### config.mk
export PLATFORM = sky130hd
export DESIGN_NAME = smc_sleep_mode_control
export DESIGN_NICKNAME = d
export VERILOG_FILES = /design/src/core/smc_pkg.sv /design/src/core/smc_sleep_mode_control.sv
export SDC_FILE = /design/constraint.sdc
export NUM_CORES = 1
export LEC_CHECK = 0
export BUFFER_PORTS_ARGS = -buffer_cell sky130_fd_sc_hd__buf_2
export CAP_MARGIN = 20
export CORE_AREA = 5 5 69 71
export DETAILED_ROUTE_END_ITERATION = 10
export DIE_AREA = 0 0 74 76
export PLACE_DENSITY = 0.84
export SETUP_SLACK_MARGIN = 0.5
export SLEW_MARGIN = 30
export SYNTH_ARGS = -nofsm -noshare
export SYNTH_HDL_FRONTEND = slang
export SYNTH_SLANG_ARGS = --single-unit
### constraint.sdc
create_clock -name ref_clk -period 2.4 [get_ports ref_clk]
set_input_delay 0.24 -clock ref_clk [delete_from_list [all_inputs] [get_ports ref_clk]]
set_output_delay 0.24 -clock ref_clk [all_outputs]
set_load 0.005 [all_outputs]
### src/core/smc_pkg.sv
// Package with register map, field positions and reset values of the sleep controller
package smc_pkg;
    localparam int SMC_ADDR_W = 8;
    localparam logic [SMC_ADDR_W-1:0] SMC_SLEEP_CONTROL_ADDR = 8'h0C;
    localparam logic [SMC_ADDR_W-1:0] SMC_STATUS_ADDR = 8'h10;
    localparam logic [SMC_ADDR_W-1:0] SMC_SLEEP_CONTROL_IDX = 8'h03;
    localparam int SMC_REG_W = 16;
    localparam int SMC_AUTO_BIT = 0;
    localparam int SMC_FORCE_BIT = 1;
    localparam int SMC_MUTE_SEL_BIT = 2;
    localparam int SMC_PIN_EN_BIT = 3;
    localparam int SMC_ST_LOST_BIT = 0;
    localparam int SMC_ST_CARRIER_BIT = 1;
    localparam int SMC_ST_ASLEEP_BIT = 2;
    localparam logic [SMC_REG_W-1:0] SMC_SLEEP_CONTROL_RST = 16'h0009;
    typedef enum logic [1:0] {
        SMC_AWAKE = 2'b01,
        SMC_ASLEEP = 2'b10
    } smc_state_t;
endpackage

### src/core/smc_sleep_mode_control.sv
// Sleep mode controller with APB register access
`timescale 1ns/1ns
`default_nettype none
// Overview of operation
// - Out of reset, automatic mode sleeps whenever input signal is lost.
// - Asleep, core blocks are gated off; host interface and carrier detect stay on.
// - A control bit chooses output driver disabled or muted during sleep.
// - Auto and forced-sleep bits sit in control register 3; auto resets to one.
// - In automatic mode the forced-sleep bit is ignored.
// - Host writes auto bit zero to take over; sleep follows forced-sleep bit.
// - Under host control forced-sleep zero keeps device awake despite signal loss.
// - General pin two driven high puts the device to sleep by default.
// - No valid input in auto mode flags loss, sleeps, and disables pattern generator.
// - Carrier below thresholds clears carrier status and raises signal lost.
module smc_sleep_mode_control
    import smc_pkg::*;
(
    // Clock and reset
    input wire logic ref_clk,
    input wire logic rst,
    // APB slave
    input wire logic psel,
    input wire logic penable,
    input wire logic pwrite,
    input wire logic [SMC_ADDR_W-1:0] paddr,
    input wire logic [31:0] pwdata,
    output logic [31:0] prdata,
    output logic pready,
    output logic pslverr,
    // Analog carrier detect, asynchronous
    input wire logic carrier_detect_raw,
    // General purpose pin two, input only while used as sleep request
    input wire logic general_io_pin_two,
    // Status and gating outputs
    output logic carrier_present_status,
    output logic input_signal_lost,
    output logic sleep_active,
    output logic core_power_enable,
    output logic driver_enable,
    output logic driver_mute,
    output logic pattern_gen_enable
);
    localparam int SMC_SYNC_INPUTS = 2;

    // Register state
    logic [SMC_REG_W-1:0] ctrl_q;
    smc_state_t state_q;
    smc_state_t state_d;
    logic sleep_q;

    // Bus answer and registered outputs
    logic [31:0] prdata_q;
    logic pready_q;
    logic pslverr_q;
    logic cd_q;
    logic lost_q;
    logic core_en_q;
    logic drv_en_q;
    logic drv_mute_q;
    logic prbs_en_q;

    // Both asynchronous pins share one two-flop synchroniser shape
    wire [SMC_SYNC_INPUTS-1:0] async_in = {general_io_pin_two, carrier_detect_raw};
    logic [SMC_SYNC_INPUTS-1:0] sync_out;

    for (genvar i = 0; i < SMC_SYNC_INPUTS; i++) begin : g_sync
        logic [1:0] stage_q;
        // First stage is read only by the second stage
        always_ff @(posedge ref_clk) begin
            if (rst) begin
                stage_q <= 2'b00;
            end else begin
                stage_q <= {stage_q[0], async_in[i]};
            end
        end
        assign sync_out[i] = stage_q[1];
    end

    // Carrier thresholds are analog; only their digital verdict arrives here
    wire carrier_ok = sync_out[0];
    wire pin_sleep_req = sync_out[1] & ctrl_q[SMC_PIN_EN_BIT];
    wire auto_mode = ctrl_q[SMC_AUTO_BIT];
    wire lost_now = ~carrier_ok;
    // Forced-sleep bit only counts under host control
    wire reg_sleep_req = auto_mode ? lost_now : ctrl_q[SMC_FORCE_BIT];
    wire sleep_req = reg_sleep_req | pin_sleep_req;

    // APB decode; one access cycle, no wait states
    wire setup_phase = psel & ~penable;
    wire rd_setup = setup_phase & ~pwrite;
    wire apb_access = psel & penable;
    wire hit_ctrl = (paddr == SMC_SLEEP_CONTROL_ADDR);
    wire hit_stat = (paddr == SMC_STATUS_ADDR);
    wire hit_any = hit_ctrl | hit_stat;
    // Write lands on the edge where the master samples ready, never earlier
    wire ctrl_wr = apb_access & pwrite & hit_ctrl & pready_q;
    wire [SMC_REG_W-1:0] status_word = SMC_REG_W'({state_q == SMC_ASLEEP, cd_q, lost_q});
    wire [31:0] rd_mux = hit_ctrl ? {16'h0000, ctrl_q}
                       : hit_stat ? {16'h0000, status_word} : 32'h00000000;

    always_ff @(posedge ref_clk) begin
        if (rst) begin
            ctrl_q <= SMC_SLEEP_CONTROL_RST;
        end else if (ctrl_wr) begin
            ctrl_q <= pwdata[SMC_REG_W-1:0];
        end
    end

    // Ready is raised for one cycle in the access phase
    always_ff @(posedge ref_clk) begin
        if (rst) begin
            pready_q <= 1'b0;
            pslverr_q <= 1'b0;
        end else begin
            pready_q <= setup_phase;
            pslverr_q <= setup_phase & ~hit_any;
        end
    end

    // Read data is zero outside the access cycle so stale words never leak
    always_ff @(posedge ref_clk) begin
        if (rst) begin
            prdata_q <= 32'h00000000;
        end else begin
            prdata_q <= rd_setup ? rd_mux : 32'h00000000;
        end
    end

    // Sleep follows the request level; no hysteresis beyond the synchroniser
    always_comb begin
        state_d = state_q;
        case (state_q)
            SMC_AWAKE: begin
                if (sleep_req) begin
                    state_d = SMC_ASLEEP;
                end
            end
            SMC_ASLEEP: begin
                if (!sleep_req) begin
                    state_d = SMC_AWAKE;
                end
            end
            default: begin
                state_d = SMC_AWAKE;
            end
        endcase
    end

    // Sleep flag is a flop of its own so the output needs no decode
    always_ff @(posedge ref_clk) begin
        if (rst) begin
            state_q <= SMC_AWAKE;
            sleep_q <= 1'b0;
        end else begin
            state_q <= state_d;
            sleep_q <= (state_d == SMC_ASLEEP);
        end
    end

    wire asleep = (state_q == SMC_ASLEEP);
    wire mute_sel = ctrl_q[SMC_MUTE_SEL_BIT];

    // Outputs registered; the gating ones lag the state by one cycle so they stay glitch free
    // Loss reads as one while reset holds, as no carrier is known yet
    always_ff @(posedge ref_clk) begin
        if (rst) begin
            cd_q <= 1'b0;
            lost_q <= 1'b1;
        end else begin
            cd_q <= carrier_ok;
            lost_q <= lost_now;
        end
    end

    // Host interface and carrier detect are never gated by this enable
    always_ff @(posedge ref_clk) begin
        if (rst) begin
            core_en_q <= 1'b0;
        end else begin
            core_en_q <= ~asleep;
        end
    end

    // Mute keeps the driver biased for a faster wake; disable saves more power
    always_ff @(posedge ref_clk) begin
        if (rst) begin
            drv_en_q <= 1'b0;
            drv_mute_q <= 1'b0;
        end else begin
            drv_en_q <= ~asleep | mute_sel;
            drv_mute_q <= asleep & mute_sel;
        end
    end

    always_ff @(posedge ref_clk) begin
        if (rst) begin
            prbs_en_q <= 1'b0;
        end else begin
            prbs_en_q <= ~asleep;
        end
    end

    assign prdata = prdata_q;
    assign pready = pready_q;
    assign pslverr = pslverr_q;
    assign carrier_present_status = cd_q;
    assign input_signal_lost = lost_q;
    assign sleep_active = sleep_q;
    assign core_power_enable = core_en_q;
    assign driver_enable = drv_en_q;
    assign driver_mute = drv_mute_q;
    assign pattern_gen_enable = prbs_en_q;
endmodule
`default_nettype wire

## Word level (Yosys, flattened, before mapping)

Cells that the tools add are included.

- Flip-flop bits (word level): 62
- Latch bits: 0
- Memory bits (writable): 0
- Memory bits (read-only): 0
- Output and inout bits: 41
- Word-level logic and storage cells: 45
- Memories: 0

- $add $sub $neg: 0
- Multipliers: 0
- Divide/modulo/power cells: 0
- $lt $le $gt $ge: 0
- Eq/ne operators: 5
- Shift operators: 0
- Multiplexer cells: 6
- Bitwise operators: 18
- Reductions and logical operators: 2

Operators by type and width:

| kind | number |
|---|---|
| $mux W16 | 1 |
| $and A1 B1 Y1 | 9 |
| $eq A8 B4 Y1 const B | 1 |
| $eq A8 B5 Y1 const B | 1 |
| $not A1 Y1 | 6 |
| $eq A2 B2 Y1 const B | 2 |
| $mux W2 | 2 |
| $pmux W2 S2 | 1 |
| $mux W3 | 1 |
| $or A1 B1 Y1 | 3 |
| $reduce_or A3 Y1 | 1 |
| $eq A2 B1 Y1 const B | 1 |
| $reduce_or A2 Y1 | 1 |
| $mux W1 | 1 |

## Logic depth before layout (Yosys ltp)

- Word-level depth: 6
- Gate-level depth with buffers: 6

## Least setup slack after synthesis

OpenSTA, ideal clock, no wires.

- Path kind: input -> register
- From: input paddr[6]
- To: register ctrl_q[10]
- Setup time: 0.128 ns
- Arrival: 1.604 ns
- Slack: 0.668 ns
- Cell stages on the path: 6
- Path through: or4_4 nor4_2 buf_4 buf_6 mux2i_1 nor2_1

- Longest elaborated chain between the ends: 3

Ends and longest elaborated chain:

| what | line | text |
|---|---|---|
| start, declared | smc_sleep_mode_control.sv:25 | `input wire logic [SMC_ADDR_W-1:0] paddr,` |
| $eq A8 B4 Y1 | smc_sleep_mode_control.sv:92 | `wire hit_ctrl = (paddr == SMC_SLEEP_CONTROL_ADDR);` |
| $and A1 B1 Y1 (2 in series) | smc_sleep_mode_control.sv:96 | `wire ctrl_wr = apb_access & pwrite & hit_ctrl & pready_q;` |
| end signal, assigned | smc_sleep_mode_control.sv:105 | `ctrl_q <= pwdata[SMC_REG_W-1:0];` |
| end, declared | smc_sleep_mode_control.sv:46 | `logic [SMC_REG_W-1:0] ctrl_q;` |

No other way between the ends.
A chain may end at the register's enable or synchronous reset.

## Final worst setup path

- From: input paddr[6]
- To: register prdata_q[10], in the netlist prdata[10]

- Longest elaborated chain between the ends: 2

Ends and longest elaborated chain:

| what | line | text |
|---|---|---|
| $eq A8 B4 Y1 | smc_sleep_mode_control.sv:92 |  |
| $mux W16 | smc_sleep_mode_control.sv:98 | `wire [31:0] rd_mux = hit_ctrl ? {16'h0000, ctrl_q}` |
| end signal, assigned | smc_sleep_mode_control.sv:125 | `prdata_q <= rd_setup ? rd_mux : 32'h00000000;` |
| end, declared | smc_sleep_mode_control.sv:52 | `logic [31:0] prdata_q;` |

No other way between the ends.

==> results.cfg <==
[run]
max_cap_violations = 0

[global_route]
grt_util_all_layers = 0.124
grt_pass1_vias = 1205
grt_pass1_wl_um = 5350
antenna_found_initial = 0
largest_net_degree_at_the_start_of_global_routing = 28
grt_remaining_overflow = 0

[detailed_routing]
post_drt_wl_per_cell_um = 11.9
via_count = 1216
overall_routed_net_length_um = 3270
via_density_per_instance = 4.42
postRouteAntennaNets = 0
detailed_routing_iteration_count_for_the_pre_antenna_repair_pass = 4
drt_first_iter_violations = 56
detail_route.drc_violations = 0

[clock_network]
cts_max_path_buffers = 2
post_cts_buffers = 0
tritoncts = done
ctsRootBufferMaster = clkbuf_8
register_clock_pin_slew_on_the_reported_worst_setup_and_hold_paths_ns = 0.08
clkLatencyLatePin_ns = 0.30
cts_hold_buf = 0
post_cts_resize_count = 0
htree_num_levels = 2
clock_sink_count = 46
cts_buffers = 5

[worst_setup_path]
cp-start-kind = input pin
timing_worst_setup_path_type = in2reg
critical_path_required_ns = 2.64
critical_path.reg2reg.startpoint = state_q[0]$_SDFF_PP1_
setup.worst_path.end_class = flop
cp.arrival_ns = 1.85
path_max_fanout = 13
cp-startpoint = paddr[6]

[power]
power.ir.vdd_worst_v = 0.000210
switching_share = 0.245
cellInternalPower_mw = 1.10
leak_pwr_nw = 0.930
switching_power_mw = 0.357
report.power.total_mw = 1.45
power.combinational.fraction = 0.112
power.share.sequential = 0.558
power.density_cell_area_nw_per_um2 = 706
clkPwrFrac = 0.330

[logic_synthesis]
seq_area_frac_synth = 0.538
yosysWarningCount = 0
synth.top_cells.by_count = dfxtp_1 (46), nor2_1 (23), buf_4 (18)
synth_edf_count = 0
ys_async_sr_fraction = 0
yosysTopAreaCellShare = 0.538
synth_top_area_cell = dfxtp_1
ys_types = 33
yosys_most_used_dff = dfxtp_1
postSynthRegisterBits = 46
synth_area_um2 = 1710
synth_most_common_cell = dfxtp_1
synthesis.instances = 166
avg_synthesized_cell_area_um2 = 10.3
synth_top_cells_by_area = dfxtp_1 (54%), mux2i_1 (8.2%), buf_4 (7.9%)

[floorplan]
ios = 88
floorplan.initialDensity = 0.410
fp.coreArea_um2 = 4170
die-width_um = 74
placement_rows = 24
chipHeight_um = 76
die_area_um2 = 5620

[finish]
post_layout_util = 0.493
final_net_count = 271
area.sequential_um2 = 921
num_antenna_cells = 0
drive_gt1_frac = 0.323
area_growth_syn_to_layout_pct = 20.2
final_cell_area_excluding_filler_cells_um2 = 2060
number_of_inserted_filler_cells_in_the_final_layout = 427
multi_input_comb_area_um2 = 669

[timing]
finalMaxSlewViolations = 0
timing.final.ws_setup_ns = 0.790
fin_tns_setup_ns = 0
rsz0062_at_grt = false
slew_headroom = 0.617
min_period_over_period = 0.671
maximum_clock_frequency_mhz = 621
setup_viols_final = 0
worst_clock_skew_ns = 0.00546
worst_pin_slew_ns = 0.569
post-route-min-period_ns = 1.61
timing_hold_violations_final = 0

[place]
port_buffers = 55
dpl.hpwl_um = 2490
placedInstanceArea_um2 = 1960
weighted_congestion_at_the_end_of_routability_driven_global_placement = 0.750
preCtsSetupSlack_ns = 0.453

[worst_hold_path]
type_of_the_tightest_min_delay_check = in2reg
holdCritStartpoint = penable

[status]
outcome = complete, no violations
[cells in the final DEF (no fill, tap or decap), drive strengths merged, types with 2 or more instances in the layout]
cell	n
buf	57
dfxtp	46
nor2	24
conb	16
mux2i	14
and2	14
clkbuf	6
inv	5
a21oi	5
nand2	5
nor2b	4
nor3	3
a22oi	3
ha	2
nor3b	2
[worst max-delay path: stages]
cell	delay, ns
buf_2	0.09
or4_4	0.56
or4b_4	0.54
nor2_4	0.24
and2_1	0.17
[layer usage]
layer | up-vias | wire length (um) | track usage
li1 | 627 | - | -
met1 | 541 | 1280 | 0.132
met2 | 40 | 1650 | 0.207
met3 | 8 | 243 | 0.0409
met4 | 0 | 95 | 0.0707
met5 | - | 0 | 0
[power by group through the flow]
stage                     clock, mW  combinational (mW)  sequential, mW
after CTS                     0.495               0.164           0.812
after global placement            0               0.156           0.828
after floorplan                   0               0.122           0.828
final                         0.480               0.163           0.811
after global routing          0.527               0.194           0.816
after detailed placement          0               0.164           0.829
[registers in the layout, indices dropped and copies added (netlist names)]
| register | cells |
|---|---|
| pready | 1 |
| carrier_present_status | 1 |
| pattern_gen_enable | 1 |
| ctrl_q | 16 |
| sleep_active | 1 |
| state_q | 2 |
| driver_enable | 1 |
| pslverr | 1 |
| g_sync.stage_q | 4 |
| input_signal_lost | 1 |
| driver_mute | 1 |
| prdata | 16 |
[logic make-up after synthesis]
group / share of synthesized area
flops: 0.538
compound gates: 0.0548
simple gates: 0.199
other cells: 0.00219
mux: 0.0818
fa+ha+maj: 0.0146
buf+inv: 0.110
[area by class of cell]
| class | count | share of cell area |
|---|---|---|
| Clock buffer | 6 | 0.0401 |
| Clock inverter | 2 | 0.00608 |
| Inverter | 5 | 0.00911 |
| Multi-Input combinational cell | 107 | 0.325 |
| Sequential cell | 46 | 0.447 |
| Tap cell | 52 | 0.0316 |
| Timing Repair Buffer | 57 | 0.141 |
[final timing paths]
path | cells after the start | endpoint | slack (ns)
min reg2reg | 1 | input_signal_lost$_SDFF_PP1_ | 0.43
min | 2 | pready$_SDFF_PP0_ | 0.14
max reg2reg | 6 | sleep_active$_SDFF_PP0_ | 0.95
max | 5 | prdata[10]$_SDFF_PP0_ | 0.79
[metrics by stage]
stage                     hold slack, ns  instances
after floorplan                    0.321        181
after global placement             0.395        267
after detailed placement           0.416        267
after CTS                          0.135        275
after global routing               0.130        275
final                              0.143        275
No activity file was read; power rests on OpenSTA's default activity.
